===== config.mk =====
export PLATFORM = sky130hd
export DESIGN_NAME = bst_timer
export DESIGN_NICKNAME = d
export VERILOG_FILES = /design/src/rtl/bst_pkg.sv /design/src/rtl/bst_cnt_if.sv /design/src/rtl/bst_upcnt.sv /design/src/rtl/bst_timer.sv
export SDC_FILE = /design/constraint.sdc
export NUM_CORES = 1
export LEC_CHECK = 0
export BUFFER_PORTS_ARGS = -buffer_cell sky130_fd_sc_hd__buf_2
export CAP_MARGIN = 0
export CORE_ASPECT_RATIO = 1.75
export CORE_UTILIZATION = 34
export DETAILED_ROUTE_END_ITERATION = 12
export HOLD_SLACK_MARGIN = 0.06
export PLACE_DENSITY = 0.59
export SYNTH_ARGS = -nofsm -noshare
export SYNTH_HDL_FRONTEND = slang
export SYNTH_SLANG_ARGS = --single-unit

===== constraint.sdc =====
create_clock -name REF_CLK_I -period 4.15 [get_ports REF_CLK_I]
set_input_delay 0.83 -clock REF_CLK_I [delete_from_list [all_inputs] [get_ports REF_CLK_I]]
set_output_delay 0.83 -clock REF_CLK_I [all_outputs]
set_load 0.05 [all_outputs]

===== src/rtl/bst_pkg.sv =====
// Purpose: constants shared by the interval timer design files
// Assumes: 8-bit registers, one per aligned APB word at index * 4
// Notes:   register indexes keep the printed offsets of the block
//
// Functional notes
// - 8-bit counter chained into 6-bit, clearable
// - clock select 00 sub, 01 cycle, 11 t0
// - 8-bit overflow clocks 6-bit unless fast mode
// - fast mode: irq0 flag every 64 ticks
// - slow mode: irq0 flag every 16384 ticks
// - run bit 0 stops at zero, 1 runs
// - slow mode irq1 period 32/128/512/2048
// - fast mode irq1 period 32/128/2/8
// - irq1 flag sticky until software writes zero
// - irq0 flag sticky until software writes zero
// - irq1 enable and flag request wake, irq
// - irq0 enable and flag request wake, irq
// - buzzer select: pwm forced high, tone out
// - no buzzer: pwm passed through, pwm to pin
// - pin driven only when function bit set
// - hold-count bit keeps counting during hold
// - period rewrite while running may set irq1
package bst_pkg;
    // register indexes; byte address is four times the index
    localparam int unsigned BST_IDX_SEL  = 32'h0000_fe5f;
    localparam int unsigned BST_IDX_CTL  = 32'h0000_fe7f;
    localparam int unsigned BST_IDX_CNT  = 32'h0000_fe7e;
    localparam int unsigned BST_IDX_AUX  = 32'h0000_fe7d;
    localparam int unsigned BST_AW       = 18;
    localparam logic [17:0] BST_ADDR_SEL = 18'(BST_IDX_SEL * 4);
    localparam logic [17:0] BST_ADDR_CTL = 18'(BST_IDX_CTL * 4);
    localparam logic [17:0] BST_ADDR_CNT = 18'(BST_IDX_CNT * 4);
    localparam logic [17:0] BST_ADDR_AUX = 18'(BST_IDX_AUX * 4);

    // control register fields
    localparam int unsigned BST_CTL_FAST   = 7;
    localparam int unsigned BST_CTL_RUN    = 6;
    localparam int unsigned BST_CTL_P1_HI  = 5;
    localparam int unsigned BST_CTL_P1_LO  = 4;
    localparam int unsigned BST_CTL_IF1    = 3;
    localparam int unsigned BST_CTL_IE1    = 2;
    localparam int unsigned BST_CTL_IF0    = 1;
    localparam int unsigned BST_CTL_IE0    = 0;
    // select register fields
    localparam int unsigned BST_SEL_CK_HI  = 5;
    localparam int unsigned BST_SEL_CK_LO  = 4;
    localparam int unsigned BST_SEL_BUZ    = 3;
    // auxiliary register fields
    localparam int unsigned BST_AUX_HOLDCNT = 0;
    localparam int unsigned BST_AUX_PINFN   = 1;

    // reset values
    localparam logic [7:0] BST_CTL_RST = 8'h00;
    localparam logic [7:0] BST_SEL_RST = 8'h00;
    localparam logic [1:0] BST_AUX_RST = 2'h0;

    // counter widths and buzzer tap (bit 2 toggles every 4 ticks)
    localparam int unsigned BST_LO_W    = 8;
    localparam int unsigned BST_HI_W    = 6;
    localparam int unsigned BST_BUZ_TAP = 2;

    typedef enum logic [1:0] {
        BST_CK_SUB = 2'h0,
        BST_CK_CYC = 2'h1,
        BST_CK_BAD = 2'h2,
        BST_CK_T0  = 2'h3
    } bst_ck_t;
endpackage


===== src/rtl/bst_cnt_if.sv =====
// Purpose: link between the timer core and one counter stage
// Assumes: tick and clear are one-cycle qualifiers on the main clock
// Notes:   wrap is combinational, high on the tick that rolls to zero
`timescale 1ns/1ps
`default_nettype none
interface bst_cnt_if #(parameter int W = 8);
    logic         tick;
    logic         clr;
    logic [W-1:0] value;
    logic         wrap;
    modport ctl (output tick, output clr, input value, input wrap);
    modport cnt (input tick, input clr, output value, output wrap);
endinterface
`default_nettype wire


===== src/rtl/bst_upcnt.sv =====
// Purpose: one binary up-counter stage of the interval timer
// Assumes: synchronous active-low reset
// Notes:   clear beats tick; wrap flags the roll from all ones
`timescale 1ns/1ps
`default_nettype none
module bst_upcnt #(
    parameter int W = 8
) (
    input  wire logic clk_i,
    input  wire logic rst_n_i,
    bst_cnt_if.cnt    port_if
);
    logic [W-1:0] cnt_reg;
    logic [W-1:0] cnt_next;

    // next count: clear first, then advance on tick
    always_comb begin
        cnt_next = cnt_reg;
        if (port_if.clr) begin
            cnt_next = '0;
        end else if (port_if.tick) begin
            cnt_next = cnt_reg + {{(W-1){1'b0}}, 1'b1};
        end
    end

    always_ff @(posedge clk_i) begin
        if (!rst_n_i) begin
            cnt_reg <= '0;
        end else begin
            cnt_reg <= cnt_next;
        end
    end

    // overflow seen by the next stage and the flag logic
    assign port_if.value = cnt_reg;
    assign port_if.wrap  = port_if.tick & (&cnt_reg) & ~port_if.clr;
endmodule
`default_nettype wire


===== src/rtl/bst_timer.sv =====
// Purpose: 14-bit interval timer with two flags, wake and buzzer
// Assumes: count sources arrive as one-cycle ticks on REF_CLK_I
// Notes:   APB answers one cycle into the access phase
`timescale 1ns/1ps
`default_nettype none
module bst_timer (
    input  wire  logic                        REF_CLK_I,
    input  wire  logic                        RST_N_I,
    input  wire  logic                        PSEL_I,
    input  wire  logic                        PENABLE_I,
    input  wire  logic                        PWRITE_I,
    input  wire  logic [bst_pkg::BST_AW-1:0]  PADDR_I,
    input  wire  logic [31:0]                 PWDATA_I,
    output logic       [31:0]                 PRDATA_O,
    output logic                              PREADY_O,
    output logic                              PSLVERR_O,
    input  wire  logic                        SUBCLK_TICK_I,
    input  wire  logic                        CYCLE_TICK_I,
    input  wire  logic                        T0_PRESCALE_TICK_I,
    input  wire  logic                        XTAL_HOLD_I,
    input  wire  logic                        HIGH_SIDE_PWM_SIGNAL_I,
    output logic                              HIGH_SIDE_PWM_SIGNAL_O,
    output logic                              IRQ_REQ_O,
    output logic                              HOLD_RELEASE_O,
    output logic                              SHARED_OUTPUT_PIN_O,
    output logic                              SHARED_OUTPUT_PIN_OE_O
);
    import bst_pkg::*;

    bst_cnt_if #(.W(BST_LO_W)) lo_if ();
    bst_cnt_if #(.W(BST_HI_W)) hi_if ();

    bst_upcnt #(.W(BST_LO_W)) u_lo (
        .clk_i   (REF_CLK_I),
        .rst_n_i (RST_N_I),
        .port_if (lo_if.cnt)
    );
    bst_upcnt #(.W(BST_HI_W)) u_hi (
        .clk_i   (REF_CLK_I),
        .rst_n_i (RST_N_I),
        .port_if (hi_if.cnt)
    );

    logic [7:0]  ctl_reg;
    logic [7:0]  ctl_next;
    logic [7:0]  sel_reg;
    logic [7:0]  sel_next;
    logic [1:0]  aux_reg;
    logic [1:0]  aux_next;
    logic [31:0] prdata_reg;
    logic [31:0] prdata_next;
    logic        pready_reg;
    logic        pready_next;
    logic        pslverr_reg;
    logic        pslverr_next;
    logic        irq_reg;
    logic        irq_next;
    logic        wake_reg;
    logic        wake_next;
    logic        pin_reg;
    logic        pin_next;
    logic        pin_oe_reg;
    logic        pin_oe_next;
    logic        pwm_reg;
    logic        pwm_next;

    logic        acc;
    logic        hit_ctl;
    logic        hit_sel;
    logic        hit_cnt;
    logic        hit_aux;
    logic        mapped;
    logic        wr_en;
    logic [31:0] rd_data;
    logic        src_tick;
    logic        frozen;
    logic        stopped;
    logic        adv;
    logic        fast;
    logic        run;
    logic [1:0]  p1_sel;
    logic        irq0_ev;
    logic        irq1_ev;
    logic        buzzer_select;

    ////////////////////////////////////////////////////////////////////
    // apb decode
    assign acc     = PSEL_I & PENABLE_I;
    assign hit_ctl = (PADDR_I == BST_ADDR_CTL);
    assign hit_sel = (PADDR_I == BST_ADDR_SEL);
    assign hit_cnt = (PADDR_I == BST_ADDR_CNT);
    assign hit_aux = (PADDR_I == BST_ADDR_AUX);
    assign mapped  = hit_ctl | hit_sel | hit_cnt | hit_aux;
    // write lands only at the completing edge of the access phase
    assign wr_en   = acc & pready_reg & PWRITE_I & mapped;

    // read mux; unused upper bits read zero
    always_comb begin
        rd_data = 32'h0000_0000;
        if (hit_ctl) begin
            rd_data[7:0] = ctl_reg;
        end else if (hit_sel) begin
            rd_data[7:0] = sel_reg;
        end else if (hit_cnt) begin
            rd_data[13:0] = {hi_if.value, lo_if.value};
        end else if (hit_aux) begin
            rd_data[1:0] = aux_reg;
        end
    end

    // one wait state gives the answer a flop boundary
    always_comb begin
        pready_next  = acc & ~pready_reg;
        prdata_next  = 32'h0000_0000;
        pslverr_next = 1'b0;
        if (acc && !pready_reg) begin
            prdata_next  = PWRITE_I ? 32'h0000_0000 : rd_data;
            pslverr_next = ~mapped;
        end
    end

    always_ff @(posedge REF_CLK_I) begin
        if (!RST_N_I) begin
            pready_reg  <= 1'b0;
            prdata_reg  <= 32'h0000_0000;
            pslverr_reg <= 1'b0;
        end else begin
            pready_reg  <= pready_next;
            prdata_reg  <= prdata_next;
            pslverr_reg <= pslverr_next;
        end
    end

    ////////////////////////////////////////////////////////////////////
    // count source and chaining
    assign fast   = ctl_reg[BST_CTL_FAST];
    assign run    = ctl_reg[BST_CTL_RUN];
    assign p1_sel = {ctl_reg[BST_CTL_P1_HI], ctl_reg[BST_CTL_P1_LO]};
    assign buzzer_select  = sel_reg[BST_SEL_BUZ];

    // inhibited code yields no ticks rather than garbage
    always_comb begin
        case (bst_ck_t'({sel_reg[BST_SEL_CK_HI], sel_reg[BST_SEL_CK_LO]}))
            BST_CK_SUB: src_tick = SUBCLK_TICK_I;
            BST_CK_CYC: src_tick = CYCLE_TICK_I;
            BST_CK_T0:  src_tick = T0_PRESCALE_TICK_I;
            default:    src_tick = 1'b0;
        endcase
    end

    // hold freezes the count unless hold counting is allowed
    assign frozen  = XTAL_HOLD_I & ~aux_reg[BST_AUX_HOLDCNT];
    // run off: finish the lap, then park at zero
    assign stopped = ~run & (lo_if.value == '0)
                     & (hi_if.value == '0);
    assign adv     = src_tick & ~frozen & ~stopped;

    // counter clear is any write to the count register
    assign lo_if.clr  = wr_en & hit_cnt;
    assign hi_if.clr  = wr_en & hit_cnt;
    assign lo_if.tick = adv;
    assign hi_if.tick = fast ? adv : lo_if.wrap;

    // upper stage overflow: 64 ticks fast, 16384 chained
    assign irq0_ev = hi_if.wrap;

    // irq1 taps; a mid-lap period change can hit early
    always_comb begin
        case ({fast, p1_sel})
            3'h0, 3'h4: irq1_ev = adv & (&lo_if.value[4:0]);
            3'h1, 3'h5: irq1_ev = adv & (&lo_if.value[6:0]);
            3'h2:       irq1_ev = lo_if.wrap & hi_if.value[0];
            3'h3:       irq1_ev = lo_if.wrap & (&hi_if.value[2:0]);
            3'h6:       irq1_ev = adv & lo_if.value[0];
            3'h7:       irq1_ev = adv & (&lo_if.value[2:0]);
            default:    irq1_ev = 1'b0;
        endcase
    end

    ////////////////////////////////////////////////////////////////////
    // register file; hardware set beats a software clear
    always_comb begin
        ctl_next = ctl_reg;
        sel_next = sel_reg;
        aux_next = aux_reg;
        if (wr_en && hit_ctl) begin
            ctl_next = PWDATA_I[7:0];
        end
        if (wr_en && hit_sel) begin
            sel_next = PWDATA_I[7:0];
        end
        if (wr_en && hit_aux) begin
            aux_next = PWDATA_I[1:0];
        end
        if (irq1_ev) begin
            ctl_next[BST_CTL_IF1] = 1'b1;
        end
        if (irq0_ev) begin
            ctl_next[BST_CTL_IF0] = 1'b1;
        end
    end

    always_ff @(posedge REF_CLK_I) begin
        if (!RST_N_I) begin
            ctl_reg <= BST_CTL_RST;
            sel_reg <= BST_SEL_RST;
            aux_reg <= BST_AUX_RST;
        end else begin
            ctl_reg <= ctl_next;
            sel_reg <= sel_next;
            aux_reg <= aux_next;
        end
    end

    ////////////////////////////////////////////////////////////////////
    // requests and the shared pin, all registered
    always_comb begin
        irq_next    = (ctl_reg[BST_CTL_IE1] & ctl_reg[BST_CTL_IF1])
                    | (ctl_reg[BST_CTL_IE0] & ctl_reg[BST_CTL_IF0]);
        wake_next   = irq_next;
        // buzzer tap is the count clock divided by eight
        pwm_next    = buzzer_select ? 1'b1 : HIGH_SIDE_PWM_SIGNAL_I;
        pin_next    = buzzer_select ? lo_if.value[BST_BUZ_TAP]
                            : HIGH_SIDE_PWM_SIGNAL_I;
        pin_oe_next = aux_reg[BST_AUX_PINFN];
    end

    always_ff @(posedge REF_CLK_I) begin
        if (!RST_N_I) begin
            irq_reg    <= 1'b0;
            wake_reg   <= 1'b0;
            pwm_reg    <= 1'b1;
            pin_reg    <= 1'b1;
            pin_oe_reg <= 1'b0;
        end else begin
            irq_reg    <= irq_next;
            wake_reg   <= wake_next;
            pwm_reg    <= pwm_next;
            pin_reg    <= pin_next;
            pin_oe_reg <= pin_oe_next;
        end
    end

    assign PRDATA_O               = prdata_reg;
    assign PREADY_O               = pready_reg;
    assign PSLVERR_O              = pslverr_reg;
    assign IRQ_REQ_O              = irq_reg;
    assign HOLD_RELEASE_O         = wake_reg;
    assign HIGH_SIDE_PWM_SIGNAL_O = pwm_reg;
    assign SHARED_OUTPUT_PIN_O    = pin_reg;
    assign SHARED_OUTPUT_PIN_OE_O = pin_oe_reg;
endmodule
`default_nettype wire


Yosys cells after proc, flatten, opt, wreduce, memory -nomap -nowiden
Cells that the tools add are included.
{"block": "word_totals", "word_cells": 104, "ff_bits": 70}
{"block": "op_classes", "n_bitwise": 37, "n_addsub": 2, "eq_ne": 13, "reduce_logical": 24, "mux": 12}
{"operator": "$eq A18 B18 Y1 const B", "count": 4}
{"operator": "$and A1 B1 Y1", "count": 23}
{"operator": "$mux W8", "count": 2}
{"operator": "$eq A3 B3 Y1 const B", "count": 4}
{"operator": "$mux W12", "count": 1}
{"operator": "$not A1 Y1", "count": 10}
{"operator": "$add A8 B1 Y8 const B", "count": 1}
{"operator": "$logic_not A8 Y1", "count": 1}
{"operator": "$reduce_and A8 Y1", "count": 1}
{"operator": "$reduce_or A2 Y1", "count": 4}
{"operator": "$reduce_and A7 Y1", "count": 1}
{"operator": "$add A6 B1 Y6 const B", "count": 1}
{"operator": "$eq A3 B2 Y1 const B", "count": 2}
{"operator": "$logic_not A6 Y1", "count": 1}
{"operator": "$pmux W1 S6", "count": 1}
{"operator": "$reduce_and A3 Y1", "count": 2}
{"operator": "$reduce_and A6 Y1", "count": 1}
{"operator": "$reduce_or A6 Y1", "count": 1}
{"operator": "$reduce_and A5 Y1", "count": 1}
{"operator": "$logic_and A1 B1 Y1", "count": 4}
{"operator": "$mux W1", "count": 4}
{"operator": "$mux W2", "count": 2}
{"operator": "$mux W4", "count": 1}
{"operator": "$or A1 B1 Y1", "count": 4}
{"operator": "other kinds (10)", "count": 11}

Longest topological paths before layout
Gate-level depths: netlist of run 1.
{"block": "logic_depth", "ltp_word": 12, "depth_mapped": 8, "depth_no_buf": 8}

Modules after synthesis
From an unflattened synthesis of run 1, not the netlist that was laid out.
{"block": "hier_totals", "cells_unflattened": 264, "area_unflattened_um2": 2472.4}
{"module": "bst_timer", "cells_per_inst": 195, "n_inst": 1, "area_per_inst_um2": 1841.8, "seq_area_each_um2": 760.7}
{"module": "bst_upcnt (u_lo)", "cells_per_inst": 40, "n_inst": 1, "area_per_inst_um2": 364.1, "seq_area_each_um2": 160.2}
{"module": "bst_upcnt (u_hi)", "cells_per_inst": 29, "n_inst": 1, "area_per_inst_um2": 266.5, "seq_area_each_um2": 120.1}

Least setup slack after synthesis of run 1
OpenSTA, ideal clock, no wires.
{"block": "synth_path", "path_type": "input port to flip-flop", "start": "input port PADDR_I[1] (netlist name)", "end": "register sel_reg[1]", "t_arrival_ns": 2.625, "stages": 6, "path_slack_ns": 1.397, "required_time_ns": 4.022, "setup_ns": 0.128, "cell_sequence": "or4b_4 > or4_4 > nor4b_1 > buf_2 > mux2i_1 > nor2_1"}
{"block": "synth_via", "elab_chain_cells": 6}
{"item": "start, declared", "line_no": "bst_timer.sv:12", "source": "input wire logic [bst_pkg::BST_AW-1:0] PADDR_I,"}
{"item": "$eq A18 B18 Y1, on equally long branches", "line_no": "bst_timer.sv:89, bst_timer.sv:90"}
{"item": "$or A1 B1 Y1 (3 in series)", "line_no": "bst_timer.sv:93", "source": "assign mapped = hit_ctl | hit_sel | hit_cnt | hit_aux;"}
{"item": "$and A1 B1 Y1", "line_no": "bst_timer.sv:95", "source": "assign wr_en = acc & pready_reg & PWRITE_I & mapped;"}
{"item": "$logic_and A1 B1 Y1 *", "line_no": "bst_timer.sv:189", "source": "if (wr_en && hit_sel) begin"}
{"item": "end signal, assigned", "line_no": "bst_timer.sv:210", "source": "sel_reg <= sel_next;"}
{"item": "end, declared", "line_no": "bst_timer.sv:46", "source": "logic [7:0] sel_reg;"}
Every way passes the cells marked *; elsewhere a longest branch is shown, timed or not.
A chain may end at the register's enable or synchronous reset.

Final worst setup path of run 1
{"block": "layout_path", "start": "input port PADDR_I[1] (netlist name)", "end": "register sel_reg[5]"}
Same word-level chain as after synthesis.

==> out/summary.txt, run 1 <==
outcome -> finished clean
Slew HR -> 54.29%
most used flip-flop cell after synthesis -> dfxtp_1
area leader, netlist -> dfxtp_1
num ports -> 99
clock skew -> 0.007005 ns
post-synthesis register bit count -> 52
Die ar. -> 7856 µm²
fmax -> 0.3416 GHz
post-CTS setup buffers -> 0
ANT nets after route -> 0
final cell area excluding filler cells -> 2969 µm²
vias in the first global route -> 2054
number of H-tree levels -> 2
top cells by area, synth -> dfxtp_1, mux2i_1, buf_4, nor2_1, and3_1
post-synth cell types -> 47
first-pass GRT wire length -> 9673 µm
Port Buffer Count -> 56
GP Congestion -> 0.7908
Final setup viols -> 0
largest net degree at the start of global routing -> 22
WL/cell -> 14.32 µm
post-synthesis cell count -> 283
CTS tree -> built
slowest CP cell -> or4_4
Initial Utilization -> 35.22%
worst hold path class -> reg2reg
GRT Resource Usage Total -> 16.66%
Synth warnings -> 0
max reg flops -> 14
area grow syn2layout -> 16.55%
Die Y -> 116.5 µm
clock latency on the worst-skew pair -> 0.29 ns
Crit path arrival time -> 3.08 ns
EDFF count, synth -> 0
GR Overflow Total -> 0
FFs w/ async S/R, synth -> 0%
worst slew pin tran -> 0.6761 ns
Period minus WS final -> 2.928 ns
syn_area_per_cell -> 9.002 µm²
core area -> 7233 µm²
RSZ-0062 raised after global routing -> false
CTS clk-pin slew, worst paths -> 0.07 ns
post-CTS resize count -> 0
slowest stage delay, CP -> 0.56 ns
Routed Wire Length -> 6028 µm
row count -> 41
Die Wd -> 67.43 µm
area share of the leading cell type in the synthesized netlist -> 40.86%
Leak -> 1.213 nW
via count -> 2194
Final Hold Viols -> 0
critical path cell sequence -> buf_2 -> or4b_4 -> or4_4 -> nor4b_2 -> buf_4 -> mux2i_1 -> nor2_1
crit path kind -> in2reg
FILL cells -> 758
max-slew violations -> 0
DR iter-0 viols -> 182
Max Cap Viol -> 0
Critical Path Sink Type -> register
Root Buffer -> clkbuf_16
CP max FO -> 6
Max clock buf depth -> 2
clock sinks -> 52
DP HPWL -> 4735 µm
Antenna Diode Count -> 0
share of cells above drive strength 1 -> 22.39%
hold_buf cts -> 0
initial antenna violation count -> 0
Post-Syn Area -> 2547 µm²
Final nets -> 402
DRC -> 0
placed inst area -> 2831 µm²
period utilization -> 70.54%
vias per cell -> 5.211
Critical Path Start Type -> input pin
register area share after synthesis -> 40.86%
Max IR drop VDD -> 0.1495 mV
most frequent cells in the layout -> buf_2, dfxtp_1, nor2_1
setup tns final -> 0 ns
pwr dens -> 331.9 nW/µm²
CTS Buf Count -> 5
drt pass-1 iters -> 4
most common cell after layout, fill and taps aside -> buf_2
CP Data Required Time -> 4.30 ns
-- Yosys cell counts, types with 2 or more instances --
cell and n:
a21oi_1 14, a222oi_1 5, a22o_1 2, a22oi_1 2
and3_1 15, buf_4 19, clkbuf_1 8, dfxtp_1 52
ha_1 7, inv_1 9, mux2_2 3, mux2i_1 22
nand2_1 17, nand2b_1 3, nand3_1 6, nand3b_1 3
nand4_1 12, nor2_1 36, nor2b_1 2, nor3b_1 3
nor4_1 2, nor4b_1 3, o21ai_0 6, o22ai_1 2
o2bb2ai_1 2, or4_1 4, xor2_1 4
-- layout make-up --
class	instances	area, µm²	area share, %
clock buffer	5	125.1	4.214
clock inverter	2	12.51	0.4214
inverter	9	33.78	1.138
multi-input combinational	210	1361	45.85
sequential	52	1041	35.06
tap	86	107.6	3.624
timing repair buffer	57	287.8	9.692
-- kinds of logic after synthesis --
logic type / synth area share [%]
AOI/OAI and AO/OA: 9.185
buffers and inverters: 8.448
muxes: 9.970
adders and majority gates: 3.438
and+or+nand+nor: 26.23
xor gates and xnor gates: 1.719
DFF: 40.86
other: 0.1472
-- per-layer routing --
| metal | wire (µm) | track usage [%] |
|---|---|---|
| met1 | 2202 | 16.11 |
| met2 | 3422 | 32.13 |
| met5 | 0 | 0 |
| met4 | 148 | 8.369 |
| met3 | 255 | 2.930 |
-- final timing paths --
path                                end  depth (start not counted)             startpoint  slack [ns]
setup / recovery             sel_reg[5]                          7             PADDR_I[1]        1.22
hold / removal              PRDATA_O[7]                          2             sel_reg[7]        0.48
setup reg to reg  u_hi.port_if.value[3]                          7  u_hi.port_if.value[0]        1.92
hold reg to reg             PRDATA_O[7]                          2             sel_reg[7]        0.48
-- worst max-delay path: cells and delay by family --
family / cells / cell delay (ns)
AND/OR/NAND/NOR: 4 / 1.66
buffers and inverters: 2 / 0.38
multiplexers: 1 / 0.20
-- metrics by stage --
step	util [%]	worst slack (ns)	total power, mW	cells	hold slack [ns]
5_1_grt	41.05	1.164	1.019	421	0.5031
3_5_place_dp	39.15	0.9136	0.5999	414	0.4727
3_3_place_gp	39.15	0.9231	0.5988	414	0.4669
2_1_floorplan	-	1.397	0.5851	300	0.4357
4_1_cts	41.05	1.210	0.9944	421	0.4824
6_report	41.05	1.222	0.9854	421	0.4762
-- where the power goes --
group / total, mW / internal (mW) / leakage (nW) / switching, mW
sequential: 0.501 / 0.501 / 0.419 / 0.000593
combinational: 0.0875 / 0.0189 / 0.728 / 0.0686
clock: 0.397 / 0.219 / 0.0657 / 0.178
total: 0.985 / 0.739 / 1.21 / 0.247
Note: power is estimated with default switching activity, not from simulation.
==> run 2, diff against run 1 <==
--- a/config.mk
+++ b/config.mk
@@ -11,7 +11,7 @@
 export CORE_UTILIZATION = 34
 export DETAILED_ROUTE_END_ITERATION = 12
 export HOLD_SLACK_MARGIN = 0.06
-export PLACE_DENSITY = 0.59
+export PLACE_DENSITY = 0.61
 export SYNTH_ARGS = -nofsm -noshare
 export SYNTH_HDL_FRONTEND = slang
 export SYNTH_SLANG_ARGS = --single-unit
==> constraint.sdc (replaced) <==
create_clock -name REF_CLK_I -period 2.4 [get_ports REF_CLK_I]
set_input_delay 0.48 -clock REF_CLK_I [delete_from_list [all_inputs] [get_ports REF_CLK_I]]
set_output_delay 0.48 -clock REF_CLK_I [all_outputs]
set_load 0.05 [all_outputs]
==> run 2 against run 1 <==
Compared with the run above:
- via count is 2.4% higher
- register-to-register slack got worse by 1.6 ns
- highest routed layer unchanged
- critical path depth did not move
- critical path type unchanged
- cell count up 4.8%
- sequential share of layout area is 2.2 points lower
==> out/summary.txt, run 2 (synthesis gave the netlist of run 1 again) <==
outcome -> finished clean (unchanged)
first-pass GRT wire length -> 10180 µm (was 9673 µm)
worst hold path depth -> 3 (was 2)
area grow syn2layout -> 24.51% (was 16.55%)
CTS clk-pin slew, worst paths -> 0.06 ns (was 0.07 ns)
drt pass-1 iters -> 4 (unchanged)
Final setup viols -> 0 (unchanged)
Die Wd -> 67.43 µm (unchanged)
Initial Utilization -> 35.22% (unchanged)
num ports -> 99 (unchanged)
Final nets -> 421 (was 402)
slowest CP cell -> or4_4 (unchanged)
Routed Wire Length -> 6274 µm (was 6028 µm)
hold_buf cts -> 0 (unchanged)
Core Util, Final -> 43.85% (was 41.05%)
Port Buffer Count -> 56 (unchanged)
r2r endpoint -> u_hi.port_if.value[3] (unchanged)
DP HPWL -> 4942 µm (was 4735 µm)
crit path kind -> in2reg (unchanged)
r2r startpoint -> u_lo.port_if.value[0] (was u_hi.port_if.value[0])
DRC -> 0 (unchanged)
hold path endpoint -> HIGH_SIDE_PWM_SIGNAL_O (was PRDATA_O[7])
post-CTS setup buffers -> 0 (unchanged)
met2 WL -> 3519 µm (was 3422 µm)
share of cells above drive strength 1 -> 26.48% (was 22.39%)
worst hold path class -> in2reg (was reg2reg)
Critical Path Sink Type -> register (unchanged)
core area -> 7233 µm² (unchanged)
Die Y -> 116.5 µm (unchanged)
post-CTS resize count -> 0 (unchanged)
placed inst area -> 2999 µm² (was 2831 µm²)
fmax -> 0.4317 GHz
setup tns final -> 0 ns (unchanged)
CTS tree -> built (unchanged)
GRT Resource Usage Total -> 17.47% (was 16.66%)
GR Overflow Total -> 0 (unchanged)
Period minus WS final -> 2.317 ns
Reg2Reg Depth -> 7 (unchanged)
Final Hold Viols -> 0 (unchanged)
CTS Buf Count -> 5 (unchanged)
Max Cap Viol -> 0 (unchanged)
largest net degree at the start of global routing -> 16 (was 22)
WL/cell -> 14.23 µm (was 14.32 µm)
Root Buffer -> clkbuf_16 (unchanged)
pwr dens -> 576.7 nW/µm² (was 331.9 nW/µm²)
number of H-tree levels -> 2 (unchanged)
Crit path arrival time -> 2.50 ns (was 3.08 ns)
clock latency on the worst-skew pair -> 0.29 ns (about the same)
CP Data Required Time -> 2.59 ns (was 4.30 ns)
hold wc startpoint -> HIGH_SIDE_PWM_SIGNAL_I (was sel_reg[7])
Max IR drop VDD -> 0.2293 mV (was 0.1495 mV)
internal reg-to-reg setup slack -> 0.34 ns (was 1.92 ns)
GP Congestion -> 0.7870 (was 0.7908)
RSZ-0062 raised after global routing -> false (unchanged)
top sig layer -> met4 (unchanged)
Antenna Diode Count -> 0 (unchanged)
period utilization -> 96.52%
clock sinks -> 52 (unchanged)
most common cell after layout, fill and taps aside -> buf_2 (unchanged)
Critical Path Start Type -> input pin (unchanged)
ANT nets after route -> 0 (unchanged)
slowest stage delay, CP -> 0.57 ns (was 0.56 ns)
Largest delay share family, worst path -> simple AND/OR/NAND/NOR gates (unchanged)
final cell area excluding filler cells -> 3172 µm² (was 2969 µm²)
Leak -> 1.338 nW (was 1.213 nW)
vias in the first global route -> 2199 (was 2054)
most frequent cells in the layout -> buf_2, dfxtp_1, nor2_1 (unchanged)
CP Buf/Inv Count -> 2 (unchanged)
initial antenna violation count -> 0 (unchanged)
CP max FO -> 6 (unchanged)
DR iter-0 viols -> 178 (was 182)
row count -> 41 (unchanged)
via count -> 2247 (was 2194)
vias per cell -> 5.095 (was 5.211)
critical path cell sequence -> buf_2 -> or4b_4 -> or4_4 -> nor4b_4 -> buf_4 -> mux2i_1 -> nor2_1 (was buf_2 -> or4b_4 -> or4_4 -> nor4b_2 -> buf_4 -> mux2i_1 -> nor2_1)
Die ar. -> 7856 µm² (unchanged)
clock skew -> 0.002001 ns (was 0.007005 ns)
max-slew violations -> 0 (unchanged)
Max clock buf depth -> 2 (unchanged)
max reg flops -> 14 (unchanged)
met1 wire length -> 2233 µm (was 2202 µm)
met3 wire length -> 306 µm (was 255 µm)
## run 2: worst min-delay path, stage by stage
cell and delay [ns]:
buf_2 0.08, nor2_1 0.04, nand2_1 0.05
## run 2: worst max-delay path by stage
stage | startpoint | to | slack (ns) | cells after the start
2_1_floorplan | PADDR_I[1] | ctl_reg[3] | 0.01 | 5
3_3_place_gp | PADDR_I[1] | sel_reg[5] | -0.26 | 7
4_1_cts | PADDR_I[1] | sel_reg[0] | 0.02 | 7
5_1_grt | PADDR_I[1] | sel_reg[0] | 0.03 | 7
6_report | PADDR_I[1] | sel_reg[0] | 0.08 | 7
3_5_place_dp | PADDR_I[1] | sel_reg[0] | -0.28 | 7
## run 2: per-layer routing
layer	vias to the layer above	GRT usage, %
met4	0	9.504
li1	1118	-
met2	82	33.80
met5	-	0
met1	1035	16.58
met3	12	2.930
## run 2: area by class of cell
type                       count  area [µm²]
fill                         731        4061
clock buffer                   6       128.9
inverter                       9       33.78
sequential                    52        1041
clock inverter                 2       35.03
multi-input combinational    210        1370
tap                           86       107.6
timing repair buffer          76       455.4
## run 2: stage by stage
| stage | std cells | hold WS (ns) | setup WS, ns | power (mW) |
|---|---|---|---|---|
| final | 441 | 0.3755 | 0.08342 | 1.829 |
| after global routing | 441 | 0.3946 | 0.02656 | 1.887 |
| after CTS | 441 | 0.3752 | 0.02273 | 1.840 |
| after detailed placement | 433 | 0.4814 | -0.2766 | 1.044 |
| after global placement | 433 | 0.4719 | -0.2634 | 1.042 |
| after floorplan | 300 | 0.4357 | 0.01495 | 1.012 |
## run 2: power by group
group          total, mW  switching (mW)  internal (mW)
Clock              0.804           0.313          0.491
Sequential         0.866        0.000904          0.866
Combinational      0.159           0.120         0.0385
